--- src/scs_map.svh ---
// register map, field positions, reset values and timing counts of the channel selector
//
// Contract
// [RQ1] One logical channel is reachable over wired RS-232, wired RS-485 and the optical port.
// [RQ2] One protocol setting governs every interface at once.
// [RQ3] RS-232 and RS-485 share a single baud rate setting.
// [RQ4] The optical port has its own baud rate setting, independent of the wired one.
// [RQ5] Both wired ports run together; the installation connects and uses only one of them.
// [RQ6] With a non-native link layer selected, native traffic is carried tunnelled inside it.
// [RQ7] Firmware loading is accepted only over the native service protocol.
// [RQ8] Applying the optical head wakes the channel from economy into transfer state.
// [RQ9] Optical transfer lasts until 180 s pass without traffic or the head is removed.
// [RQ10] During optical transfer the channel uses the optical port and wired traffic stops.
// [RQ11] An attached modem sends verbose result codes, has echo off and answers automatically.
// [RQ12] An attached modem keeps a fixed serial baud rate instead of auto-detecting it.
// [RQ13] An attached modem holds its data-set-ready line asserted, feeding the clear-to-send input.
// [RQ14] Modem network registration, signal strength and packet address are queried and shown.
// [RQ15] The optical idle timer restarts on every optical byte; expiry returns to economy (code: enters SCS_OPT_WAITOFF until the head is lifted).
`ifndef SCS_MAP_SVH
`define SCS_MAP_SVH

`define SCS_OFF_CTRL      12'h000
`define SCS_OFF_WBAUD     12'h004
`define SCS_OFF_OBAUD     12'h008
`define SCS_OFF_STATUS    12'h00c
`define SCS_OFF_DIAG_CMD  12'h010
`define SCS_OFF_DIAG_REG  12'h014
`define SCS_OFF_DIAG_SIG  12'h018
`define SCS_OFF_DIAG_IP   12'h01c

// ctrl fields
`define SCS_CTRL_PROTO_LSB 0
`define SCS_CTRL_FWREQ_BIT 4
`define SCS_CTRL_RST       32'h0000_0000

// status fields
`define SCS_ST_ROUTE_BIT   0
`define SCS_ST_HEAD_BIT    1
`define SCS_ST_TUNNEL_BIT  2
`define SCS_ST_FWOK_BIT    3
`define SCS_ST_FWREJ_BIT   4
`define SCS_ST_CTS_BIT     5

`define SCS_WBAUD_RST      16'h0411
`define SCS_OBAUD_RST      16'h0823

`define SCS_CLK_HZ         32'h0131_2d00
`define SCS_IDLE_S         32'h0000_00b4

`endif

--- src/scs_pkg.sv ---
// types shared by the channel selector files
package scs_pkg;
    typedef enum logic [3:0] {
        SCS_PROTO_NATIVE = 4'h0,
        SCS_PROTO_MODBUS = 4'h1
    } scs_proto_t;

    typedef enum logic [2:0] {
        SCS_OPT_ECO      = 3'b001,
        SCS_OPT_XFER     = 3'b010,
        SCS_OPT_WAITOFF  = 3'b100
    } scs_opt_state_t;
endpackage : scs_pkg

--- src/scs_top.sv ---
// channel selector: wired and optical ports, shared protocol, optical wake and idle timeout
`timescale 1ns/1ps
`include "scs_map.svh"
module scs_top #(
    parameter int unsigned IDLE_CYC = `SCS_IDLE_S * `SCS_CLK_HZ
) (
    input  wire logic        clk,
    input  wire logic        rst_b,
    input  wire logic        psel,
    input  wire logic        penable,
    input  wire logic        pwrite,
    input  wire logic [11:0] paddr,
    input  wire logic [31:0] pwdata,
    output logic [31:0]      prdata,
    output logic             pready,
    output logic             pslverr,
    input  wire logic        rs232_rxd,
    output logic             rs232_txd,
    input  wire logic        rs232_cts,
    input  wire logic        rs485_rxd,
    output logic             rs485_txd,
    output logic             rs485_de,
    input  wire logic        opt_rxd,
    output logic             opt_txd,
    input  wire logic        opt_head,
    input  wire logic        core_tx_vld,
    input  wire logic [7:0]  core_tx_data,
    output logic             core_tx_rdy,
    output logic             core_rx_vld,
    output logic [7:0]       core_rx_data,
    output logic [3:0]       core_proto,
    output logic             core_tunnel,
    output logic             core_opt_route,
    output logic             opt_awake
);
    // pin synchronisers: two flops each
    logic [4:0] s1_r;
    logic [4:0] s2_r;
    logic [4:0] pins;
    assign pins = {opt_head, rs232_cts, opt_rxd, rs485_rxd, rs232_rxd};
    always_ff @(posedge clk or negedge rst_b) begin
        if (!rst_b) begin
            // lines idle high, head reads absent so reset gives no false wake
            s1_r <= 5'h0f;
            s2_r <= 5'h0f;
        end else begin
            s1_r <= pins;
            s2_r <= s1_r;
        end
    end
    logic head_s;
    logic cts_s;
    assign head_s = s2_r[4];
    assign cts_s  = s2_r[3];

    // registers
    logic [31:0] ctrl_r;
    logic [15:0] wbaud_r;
    logic [15:0] obaud_r;
    logic [7:0]  diag_reg_r;
    logic [7:0]  diag_sig_r;
    logic [31:0] diag_ip_r;
    logic        fw_ok_r;
    logic        fw_rej_r;
    logic        wr_en;
    logic        rd_en;
    assign wr_en = psel && penable && pwrite && pready;
    assign rd_en = psel && penable && !pwrite && pready;

    scs_pkg::scs_proto_t proto;
    assign proto = scs_pkg::scs_proto_t'(ctrl_r[`SCS_CTRL_PROTO_LSB +: 4]);

    logic mapped;
    always_comb begin
        unique case (paddr)
            `SCS_OFF_CTRL, `SCS_OFF_WBAUD, `SCS_OFF_OBAUD, `SCS_OFF_STATUS,
            `SCS_OFF_DIAG_CMD, `SCS_OFF_DIAG_REG, `SCS_OFF_DIAG_SIG,
            `SCS_OFF_DIAG_IP: mapped = 1'b1;
            default: mapped = 1'b0;
        endcase
    end

    // one wait state: pready rises in the second access cycle
    always_ff @(posedge clk or negedge rst_b) begin
        if (!rst_b) begin
            pready  <= 1'b0;
            pslverr <= 1'b0;
        end else begin
            pready  <= psel && penable && !pready;
            pslverr <= psel && penable && !pready && !mapped;
        end
    end

    always_ff @(posedge clk or negedge rst_b) begin
        if (!rst_b) begin
            ctrl_r  <= `SCS_CTRL_RST;
            wbaud_r <= `SCS_WBAUD_RST;
            obaud_r <= `SCS_OBAUD_RST;
        end else if (wr_en) begin
            unique case (paddr)
                `SCS_OFF_CTRL:  ctrl_r  <= {27'h0, pwdata[4:0]};     // see [RQ2]
                `SCS_OFF_WBAUD: wbaud_r <= pwdata[15:0];             // see [RQ3]
                `SCS_OFF_OBAUD: obaud_r <= pwdata[15:0];             // see [RQ4]
                default: ;
            endcase
        end
    end

    // firmware load request honoured only on the native protocol
    always_ff @(posedge clk or negedge rst_b) begin
        if (!rst_b) begin
            fw_ok_r  <= 1'b0;
            fw_rej_r <= 1'b0;
        end else if (wr_en && paddr == `SCS_OFF_CTRL && pwdata[`SCS_CTRL_FWREQ_BIT]) begin
            fw_ok_r  <= (proto == scs_pkg::SCS_PROTO_NATIVE);    // see [RQ7]
            fw_rej_r <= (proto != scs_pkg::SCS_PROTO_NATIVE);    // see [RQ7]
        end
    end

    // modem diagnostics: firmware writes parsed registration, signal and address
    always_ff @(posedge clk or negedge rst_b) begin
        if (!rst_b) begin
            diag_reg_r <= 8'h00;
            diag_sig_r <= 8'h00;
            diag_ip_r  <= 32'h0000_0000;
        end else if (wr_en) begin
            unique case (paddr)
                `SCS_OFF_DIAG_REG: diag_reg_r <= pwdata[7:0];        // see [RQ14]
                `SCS_OFF_DIAG_SIG: diag_sig_r <= pwdata[7:0];        // see [RQ14]
                `SCS_OFF_DIAG_IP:  diag_ip_r  <= pwdata;             // see [RQ14]
                default: ;
            endcase
        end
    end

    // optical state machine
    scs_pkg::scs_opt_state_t st_r;
    logic [31:0] idle_r;
    logic        opt_byte;
    logic        route_opt;
    assign route_opt = (st_r == scs_pkg::SCS_OPT_XFER);

    always_ff @(posedge clk or negedge rst_b) begin
        if (!rst_b) begin
            st_r   <= scs_pkg::SCS_OPT_ECO;
            idle_r <= 32'h0;
        end else begin
            unique case (st_r)
                scs_pkg::SCS_OPT_ECO: begin
                    if (head_s) begin
                        st_r   <= scs_pkg::SCS_OPT_XFER;        // see [RQ8]
                        idle_r <= 32'h0;
                    end
                end
                scs_pkg::SCS_OPT_XFER: begin
                    if (!head_s) begin
                        st_r <= scs_pkg::SCS_OPT_ECO;           // see [RQ9]
                    end else if (idle_r >= IDLE_CYC - 1) begin
                        st_r <= scs_pkg::SCS_OPT_WAITOFF;       // see [RQ9] [RQ15]
                    end else if (opt_byte) begin
                        idle_r <= 32'h0;                         // see [RQ15]
                    end else begin
                        idle_r <= idle_r + 32'h1;
                    end
                end
                scs_pkg::SCS_OPT_WAITOFF: begin
                    // a head left in place after timeout must be lifted before the next wake
                    if (!head_s) begin
                        st_r <= scs_pkg::SCS_OPT_ECO;
                    end
                end
            endcase
        end
    end

    // ports: wired pair share one divider, optical has its own
    logic       w_rdy, o_rdy;
    logic       w232_v, w485_v, o_v;
    logic [7:0] w232_d, w485_d, o_d;
    logic       t232, t485, topt;
    logic       w485_rdy;
    logic       w_go, o_go;
    assign w_go = core_tx_vld && !route_opt;                 // see [RQ10]
    assign o_go = core_tx_vld && route_opt;                  // see [RQ10]

    scs_uart u_w232 (                                        // see [RQ1] [RQ3]
        .clk(clk), .rst_b(rst_b), .baud_div(wbaud_r), .rxd_s(s2_r[0]),
        .tx_vld(w_go), .tx_data(core_tx_data), .tx_rdy(w_rdy), .txd(t232),
        .rx_vld(w232_v), .rx_data(w232_d));
    scs_uart u_w485 (                                        // see [RQ1] [RQ3] [RQ5]
        .clk(clk), .rst_b(rst_b), .baud_div(wbaud_r), .rxd_s(s2_r[1]),
        .tx_vld(w_go), .tx_data(core_tx_data), .tx_rdy(w485_rdy), .txd(t485),
        .rx_vld(w485_v), .rx_data(w485_d));
    scs_uart u_opt (                                         // see [RQ1] [RQ4]
        .clk(clk), .rst_b(rst_b), .baud_div(obaud_r), .rxd_s(s2_r[2]),
        .tx_vld(o_go), .tx_data(core_tx_data), .tx_rdy(o_rdy), .txd(topt),
        .rx_vld(o_v), .rx_data(o_d));

    assign opt_byte = o_v || (o_go && o_rdy);

    // outputs registered; wired receive dropped while optical holds the channel
    always_ff @(posedge clk or negedge rst_b) begin
        if (!rst_b) begin
            rs232_txd      <= 1'b1;
            rs485_txd      <= 1'b1;
            rs485_de       <= 1'b0;
            opt_txd        <= 1'b1;
            core_rx_vld    <= 1'b0;
            core_rx_data   <= 8'h00;
            core_tx_rdy    <= 1'b0;
            core_proto     <= 4'h0;
            core_tunnel    <= 1'b0;
            core_opt_route <= 1'b0;
            opt_awake      <= 1'b0;
        end else begin
            rs232_txd      <= t232;
            rs485_txd      <= t485;
            rs485_de       <= !w485_rdy;
            opt_txd        <= topt;
            core_opt_route <= route_opt;
            opt_awake      <= route_opt;
            core_proto     <= proto;                         // see [RQ2]
            core_tunnel    <= (proto != scs_pkg::SCS_PROTO_NATIVE); // see [RQ6]
            core_tx_rdy    <= route_opt ? o_rdy : (w_rdy && w485_rdy);
            if (route_opt) begin
                core_rx_vld  <= o_v;                         // see [RQ10]
                core_rx_data <= o_d;
            end else begin
                core_rx_vld  <= w232_v || w485_v;            // see [RQ5]
                core_rx_data <= w232_v ? w232_d : w485_d;
            end
        end
    end

    // read mux
    logic [31:0] rd_val;
    always_comb begin
        rd_val = 32'h0;
        unique case (paddr)
            `SCS_OFF_CTRL:     rd_val = ctrl_r;
            `SCS_OFF_WBAUD:    rd_val = {16'h0, wbaud_r};
            `SCS_OFF_OBAUD:    rd_val = {16'h0, obaud_r};
            `SCS_OFF_STATUS: begin
                rd_val[`SCS_ST_ROUTE_BIT]  = route_opt;
                rd_val[`SCS_ST_HEAD_BIT]   = head_s;
                rd_val[`SCS_ST_TUNNEL_BIT] = (proto != scs_pkg::SCS_PROTO_NATIVE);
                rd_val[`SCS_ST_FWOK_BIT]   = fw_ok_r;
                rd_val[`SCS_ST_FWREJ_BIT]  = fw_rej_r;
                rd_val[`SCS_ST_CTS_BIT]    = cts_s;          // see [RQ13]
            end
            `SCS_OFF_DIAG_REG: rd_val = {24'h0, diag_reg_r};
            `SCS_OFF_DIAG_SIG: rd_val = {24'h0, diag_sig_r};
            `SCS_OFF_DIAG_IP:  rd_val = diag_ip_r;
            default:           rd_val = 32'h0;
        endcase
    end

    always_ff @(posedge clk or negedge rst_b) begin
        if (!rst_b) begin
            prdata <= 32'h0;
        end else if (psel && penable && !pready && !pwrite) begin
            prdata <= rd_val;
        end
    end
endmodule : scs_top

--- src/scs_uart.sv ---
// one uart port: baud divider, byte transmit and receive
`timescale 1ns/1ps
module scs_uart (
    input  wire logic        clk,
    input  wire logic        rst_b,
    input  wire logic [15:0] baud_div,
    input  wire logic        rxd_s,
    input  wire logic        tx_vld,
    input  wire logic [7:0]  tx_data,
    output logic             tx_rdy,
    output logic             txd,
    output logic             rx_vld,
    output logic [7:0]       rx_data
);
    logic [15:0] tcnt_r;
    logic [3:0]  tbit_r;
    logic [9:0]  tsh_r;
    logic [15:0] rcnt_r;
    logic [3:0]  rbit_r;
    logic [7:0]  rsh_r;

    assign tx_rdy = (tbit_r == 4'h0);

    always_ff @(posedge clk or negedge rst_b) begin
        if (!rst_b) begin
            tcnt_r <= 16'h0000;
            tbit_r <= 4'h0;
            tsh_r  <= 10'h3ff;
            txd    <= 1'b1;
        end else if (tbit_r == 4'h0) begin
            if (tx_vld) begin
                tsh_r  <= {1'b1, tx_data, 1'b0};
                // one extra step so the stop bit lasts a full bit time before ready
                tbit_r <= 4'hb;
                tcnt_r <= 16'h0000;
            end
        end else if (tcnt_r == 16'h0000) begin
            txd    <= tsh_r[0];
            tsh_r  <= {1'b1, tsh_r[9:1]};
            tbit_r <= tbit_r - 4'h1;
            tcnt_r <= baud_div;
        end else begin
            tcnt_r <= tcnt_r - 16'h0001;
        end
    end

    // samples mid-bit; start bit found on a low line
    always_ff @(posedge clk or negedge rst_b) begin
        if (!rst_b) begin
            rcnt_r  <= 16'h0000;
            rbit_r  <= 4'h0;
            rsh_r   <= 8'h00;
            rx_vld  <= 1'b0;
            rx_data <= 8'h00;
        end else begin
            rx_vld <= 1'b0;
            if (rbit_r == 4'h0) begin
                if (!rxd_s) begin
                    rbit_r <= 4'ha;
                    rcnt_r <= {1'b0, baud_div[15:1]};
                end
            end else if (rcnt_r != 16'h0000) begin
                rcnt_r <= rcnt_r - 16'h0001;
            end else begin
                rcnt_r <= baud_div;
                rbit_r <= rbit_r - 4'h1;
                if (rbit_r == 4'ha) begin
                    if (rxd_s) begin
                        rbit_r <= 4'h0;
                    end
                end else if (rbit_r == 4'h1) begin
                    rx_vld  <= rxd_s;
                    rx_data <= rsh_r;
                end else begin
                    rsh_r <= {rxd_s, rsh_r[7:1]};
                end
            end
        end
    end
endmodule : scs_uart

--- config.mk ---
export PLATFORM = sky130hd
export DESIGN_NAME = scs_top
export DESIGN_NICKNAME = d
export VERILOG_FILES = /design/src/scs_pkg.sv /design/src/scs_top.sv /design/src/scs_uart.sv
export VERILOG_INCLUDE_DIRS = /design/src /design/src/src
export SDC_FILE = /design/constraint.sdc
export NUM_CORES = 1
export LEC_CHECK = 0
export ABC_AREA = 0
export BUFFER_PORTS_ARGS = -buffer_cell sky130_fd_sc_hd__buf_2
export CORE_MARGIN = 1
export CORE_UTILIZATION = 52
export CTS_CLUSTER_DIAMETER = 150
export DETAILED_ROUTE_END_ITERATION = 8
export GPL_TIMING_DRIVEN = 0
export PLACE_DENSITY_LB_ADDON = 0.15
export SLEW_MARGIN = 20
export SYNTH_ARGS = -nofsm -noshare
export SYNTH_HDL_FRONTEND = slang
export SYNTH_SLANG_ARGS = --single-unit
--- constraint.sdc ---
create_clock -name clk -period 2.8 [get_ports clk]
set_input_delay 0.28 -clock clk [delete_from_list [all_inputs] [get_ports clk]]
set_output_delay 0.28 -clock clk [all_outputs]
set_load 0.05 [all_outputs]
# --- Yosys cells after proc, flatten, opt, wreduce, memory -nomap -nowiden ---
# Memory sizes are Yosys's and may differ from the RTL's.
# Index checks and enable logic that the tools add are counted.
word_totals:
  mem_bits_rw: 0
  mem_bits_ro: 32
  output_inout_bits: 55
  word_cells: 250
  n_memories: 1
  regBits: 390
  inputBits: 63
  latchBits: 0
mem_list:
  columns: ["memory", "depth", "word_bits", "rd", "rd_clocked_by_memory_dff", "wr", "line", "source"]
  rows:
  - ["(name not given)", 32, 1, 1, 0, 0, "scs_top.sv:75", "unique case (paddr)"]
op_classes:
  order_cmp: 1
  n_shift: 0
  n_mux: 77
  bitwise: 15
  add_sub_neg: 13
  multipliers: 0
  n_eq_ne: 29
  n_div: 0
  n_reduce_logical: 62
op_table:
  columns: ["cell", "count"]
  rows:
  - ["two-way mux 16 bit", 17]
  - ["case mux 26 bit (5 select lines)", 1]
  - ["two-way mux 32 bit", 4]
  - ["subtractor 16 x 1 -> 16 bit (second input constant)", 6]
  - ["two-way mux 4 bit", 23]
  - ["two-way mux 10 bit", 8]
  - ["case mux 32 bit (2 select lines)", 1]
  - ["logical NOT 16 bit", 3]
  - ["nonzero test 16 bit", 3]
  - ["case mux 6 bit (7 select lines)", 1]
  - ["equality test 12 x 5 -> 1 bit (second input constant)", 3]
  - ["adder 32 x 1 -> 32 bit (second input constant)", 1]
  - ["greater-or-equal comparator 32 bit (second input constant)", 1]
  - ["AND reduction 2 bit", 15]
  - ["logical NOT 4 bit", 7]
  - ["AND reduction 4 bit", 7]
  - ["equality test 12 x 4 -> 1 bit (second input constant)", 2]
  - ["subtractor 4 x 1 -> 4 bit (second input constant)", 6]
  - ["two-way mux 8 bit", 2]
  - ["two-way mux 1 bit", 15]
  - ["NOT 1 bit", 15]
  - ["!= test 2 bit (second input constant)", 7]
  - ["equality test 12 x 3 -> 1 bit (second input constant)", 1]
  - ["equality test 4 x 1 -> 1 bit (second input constant)", 3]
  - ["16 further kinds", 45]

# --- Logic depth before layout (Yosys ltp) ---
depth:
  depth_word: 8
  ltp_mapped: 9
  mapped_depth_nobuf: 8

# --- Modules after synthesis ---
# A second synthesis with hierarchy kept.
hier_totals:
  cells_unflattened: 1905
  area_unflattened_um2: 19777.7
by_module_without_submodules:
  columns: ["mod", "instances", "seq_area_each_um2", "cells_per_inst", "area_each_um2"]
  rows:
  - ["scs_top", 1, 4678.2, 713, 8252.9]
  - ["scs_uart at u_opt ...", 2, 1689.1, 404, 3886.2]
  - ["scs_uart at u_w485", 1, 1689.1, 384, 3752.3]

# --- Least setup slack after synthesis ---
# No wires, ideal clock.
synth_timing:
  path_type: "register to register"
  startpoint: "register u_opt.tcnt_r[0]"
  endpoint: "register u_opt.txd"
  slack_ns: 0.456
  setup_ns: 0.082
  arrival_time_ns: 2.261
  t_required_ns: 2.718
  synth_period_minus_slack_ns: 2.344
  path_stages_with_launch: 9
  cell_sequence: "dfrtp_1 -> inv_1 -> ha_1 -> or4b_4 -> nor3b_4 -> nand2_1 -> buf_4 -> nor2_1 -> mux2_2"
synth_via:
  elab_chain_len: 2
synth_rtl:
  columns: ["element", "line", "source"]
  rows:
  - ["start: declaration", "scs_uart.sv:15", "logic [15:0] tcnt_r;"]
  - ["start signal: assignment", "scs_uart.sv:41", "tcnt_r <= baud_div;"]
  - ["start signal: assignment", "scs_uart.sv:43", "tcnt_r <= tcnt_r - 16'h0001;"]
  - ["logical NOT 16 bit", "scs_uart.sv:37", "end else if (tcnt_r == 16'h0000) begin"]
  - ["AND reduction 2 bit (no line)", null, null]
  - ["end signal: assignment", "scs_uart.sv:38", "txd <= tsh_r[0];"]
  - ["end: declaration", "scs_uart.sv:11", "output logic txd,"]
# Every way passes these cells.
# A chain may end at the register's enable or synchronous reset.

# --- Worst setup path after layout ---
layout_timing:
  startpoint: "register u_w232.tcnt_r[12]"
  endpoint: "register u_w232.txd"
layout_via:
  elab_chain_len: 2
layout_rtl:
  columns: ["element", "line"]
  rows:
  - ["start: declaration", "scs_uart.sv:15"]
  - ["start signal: assignment", "scs_uart.sv:41"]
  - ["start signal: assignment", "scs_uart.sv:43"]
  - ["logical NOT 16 bit", "scs_uart.sv:37"]
  - ["AND reduction 2 bit (no line)", null]
  - ["end signal: assignment", "scs_uart.sv:38"]
  - ["end: declaration", "scs_uart.sv:11"]
# Every way passes these cells.

==> reports/metrics.csv <==
stage,metric,value,unit
drt,routed vias/inst,6.09,
logic_synthesis,"Top FF cell, synth",dfrtp_1,
drt,met3 wire len,3.24,mm
timing,max frequency,356,MHz
worst_setup_path,worst path arrival time,3.30,ns
logic_synthesis,mapped cell area,20000,sq um
drt,Pre-antenna DRT Iters,6,
cts,"CTS clk-pin slew, worst paths",0.06,ns
global_routing,vias in the first global route,16119,
global_routing,first-pass GRT wire length,86.8,mm
job,max_cap viols,0,
finish,share of cells above drive strength 1,21.8,%
timing,Setup TNS Final,-0.00770,ns
placed_design,dpl hpwl,36.5,mm
cts,CTS tree,yes,
logic_synthesis,total number of yosys warnings,0,
worst_setup_path,Critical Path Start Type,flop,
cts,Clock Latency Late Sink,0.57,ns
logic_synthesis,Cells after Synth,1929,
logic_synthesis,Yosys reg bits,387,
floorplan,IO Pins,118,
power_and_ir_drop,VDD IR-drop max,0.461,mV
logic_synthesis,post-synthesis cell type with the largest combined area,dfrtp_1,
placed_design,placed insts,2561,
status,status,"complete, but fails checks",
power_and_ir_drop,Leak,10.3,nW
finish,# diodes,0,
timing,Max Transition Viols Final,0,
timing,slew margin rel.,39.9,%
finish,fillcell total,3125,
power_and_ir_drop,Total Power,16.0,mW
timing,endpoints failing setup,1,
timing,Final Worst Setup Slack,-0.00770,ns
worst_setup_path,critical path endpoint category,flop,
worst_setup_path,Reg2Reg Depth,5,
drt,wire per inst,20.0,microns
timing,worst hold margin,0.0376,ns
floorplan,core area,37800,sq um
logic_synthesis,top cell type's share of synthesized area,42.3,%
drt,highest layer used for signal routing,met5,
hold_path,hold depth,2,
floorplan,Die Area,39300,sq um
logic_synthesis,mean area per synthesized cell,10.4,sq um
timing,RSZ-0062 raised after global routing,true,
cts,Num CTS Buffers,42,
timing,worst slew pin tran,0.900,ns
hold_path,hold crit path type,in -> reg,
floorplan,Cell Rows,71,
logic_synthesis,Mapped Nets,2017,
drt,post-route ant nets,0,
global_routing,gr ovfl total,0,
worst_setup_path,Crit Path Max Fanout,10,
cts,clk sinks,387,
floorplan,die outline height,198,microns
finish,Nets,2229,
drt,final WL,53.7,mm
logic_synthesis,Synth cell types,93,
timing,period utilization,100,%
drt,DRT iter0 DRCs,1412,
logic_synthesis,top cell types by occurrence after synthesis,"dfrtp_1 (338), nand2_1 (199), mux2_2 (147), o21ai_0 (125), nor2_1 (85)",
logic_synthesis,most common cell in the netlist,dfrtp_1,
finish,Final Non-Filler Cells,2685,
timing,final hold violation count,0,
logic_synthesis,Post-synth EDFFs,0,
drt,met2 WL,24.8,mm
worst_setup_path,critical path class,reg -> reg,
global_routing,GR Util All Layers,28.1,%
logic_synthesis,synth top area cells,"dfrtp_1 (42%), mux2_2 (8.3%), dfstp_2 (6.4%)",
timing,clk_skew,0.0166,ns
global_routing,pin count of the biggest net entering global routing,99,
logic_synthesis,"Seq/Total Area, Yosys",48.7,%
floorplan,Die X-Extent,198,microns
status,failing checks,negative setup slack,
drt,via count,16357,
placed_design,RePlAce Congestion,0.873,
logic_synthesis,post-synthesis async set-or-reset flop share,100,%
timing,final critical-path required period,2.81,ns
worst_setup_path,WP data required,3.29,ns
drt,# DRC,0,
finish,Layout area overhead,16.5,%
cts,H-tree levels,2,
power_and_ir_drop,PwrDens,687,nW/um^2
placed_design,PortBufs,117,
cts,largest buffer count on any clock path,3,
global_routing,initial antenna violation count,1,
floorplan,Initial Utilization,53.0,%
drt,M1 WL,24.1,mm
cts,root buf cell,clkbuf_16,
## layer usage
layer | track usage [%] | vias to the layer above
met5 | 0 | -
met4 | 10.7 | 2
met3 | 3.49 | 105
met2 | 43.1 | 554
met1 | 40.5 | 8118
li1 | - | 7578
## logic make-up after synthesis
family                     share of synthesized area, %
AOI/OAI and AO/OA                                  15.3
xor gates and xnor gates                           1.53
adders and majority gates                          1.56
buffers and inverters                              3.31
DFF                                                48.7
muxes                                              12.4
and+or+nand+nor                                    17.2
## worst max-delay path, cell delays in order, from the launching register on
cell,delay [ns]
dfrtp_1,0.44
or3_1,0.48
nor4_1,0.77
nand2_2,0.37
nor2_1,0.30
mux2_2,0.37
## stage by stage
step	area, sq um	worst slack [ns]	utilization [%]
6_report	23300	-0.00770	61.7
5_1_grt	23300	-0.102	61.7
4_1_cts	23200	0.0312	61.5
3_5_place_dp	21400	-0.0938	56.6
3_3_place_gp	21200	-6.24	56.2
2_1_floorplan	20000	0.456	-
## placed cells by master (no fill, tap or decap), types with 42 or more instances in the layout
master and n:
buf_2 138, clkbuf_16 43, mux2_2 147, dfrtp_1 338
inv_1 56, o21ai_0 125, nor2_1 85, mux2i_1 79
clkbuf_1 72, a31oi_1 49, dfstp_2 49, nor3_1 55
nand3_1 66, dlygate4sd3_1 42, a21oi_1 72, nand2_1 199
## registers in the layout (all words and copies together), names as in the netlist, 9 cells and up
register / flops
u_w485.tsh_r: 9
u_w232.rcnt_r: 16
u_w232.tsh_r: 9
u_w485.tcnt_r: 16
u_opt.rcnt_r: 16
u_w485.rcnt_r: 16
u_w232.tcnt_r: 16
diag_ip_r: 32
obaud_r: 16
wbaud_r: 16
idle_r: 32
prdata: 32
u_opt.tcnt_r: 16
u_opt.tsh_r: 9
## cell type report
cell class / count / area, sq um / share of cell area, %
Sequential cell: 387 / 9750 / 41.8
Timing Repair Buffer: 169 / 1170 / 5.02
Multi-Input combinational cell: 1381 / 9670 / 41.5
Clock buffer: 68 / 1290 / 5.53
Tap cell: 511 / 639 / 2.74
Clock inverter: 9 / 130 / 0.558
Inverter: 58 / 221 / 0.950
Buffer: 102 / 447 / 1.92
## worst paths after layout
path                                         from    endpoint  slack, ns
max in group asynchronous                   rst_b   rs485_txd       1.41
worst max-delay path            u_w232.tcnt_r[12]  u_w232.txd     -0.008
min in group asynchronous                   rst_b  idle_r[21]       0.16
worst min-delay path                    pwdata[6]  obaud_r[6]       0.04
worst max register to register  u_w232.tcnt_r[12]  u_w232.txd     -0.008
worst min register to register            s1_r[3]     s2_r[3]       0.36
## where the power goes
| part | internal [mW] | switching (mW) | total (mW) |
|---|---|---|---|
| Combinational | 1.38 | 2.14 | 3.53 |
| Sequential | 6.11 | 0.669 | 6.78 |
| Clock | 3.43 | 2.27 | 5.70 |
## timing repair
item | in CTS | in global routing
gates resized for setup | 5 | 12
hold buffers | 42 | 0
endpoints found under the setup margin | 26 | 72
pin swaps | 0 | 3
hold endpoints to repair | 267 | 0
setup buffers | 0 | 6
Note: power is estimated with default switching activity, not from simulation.
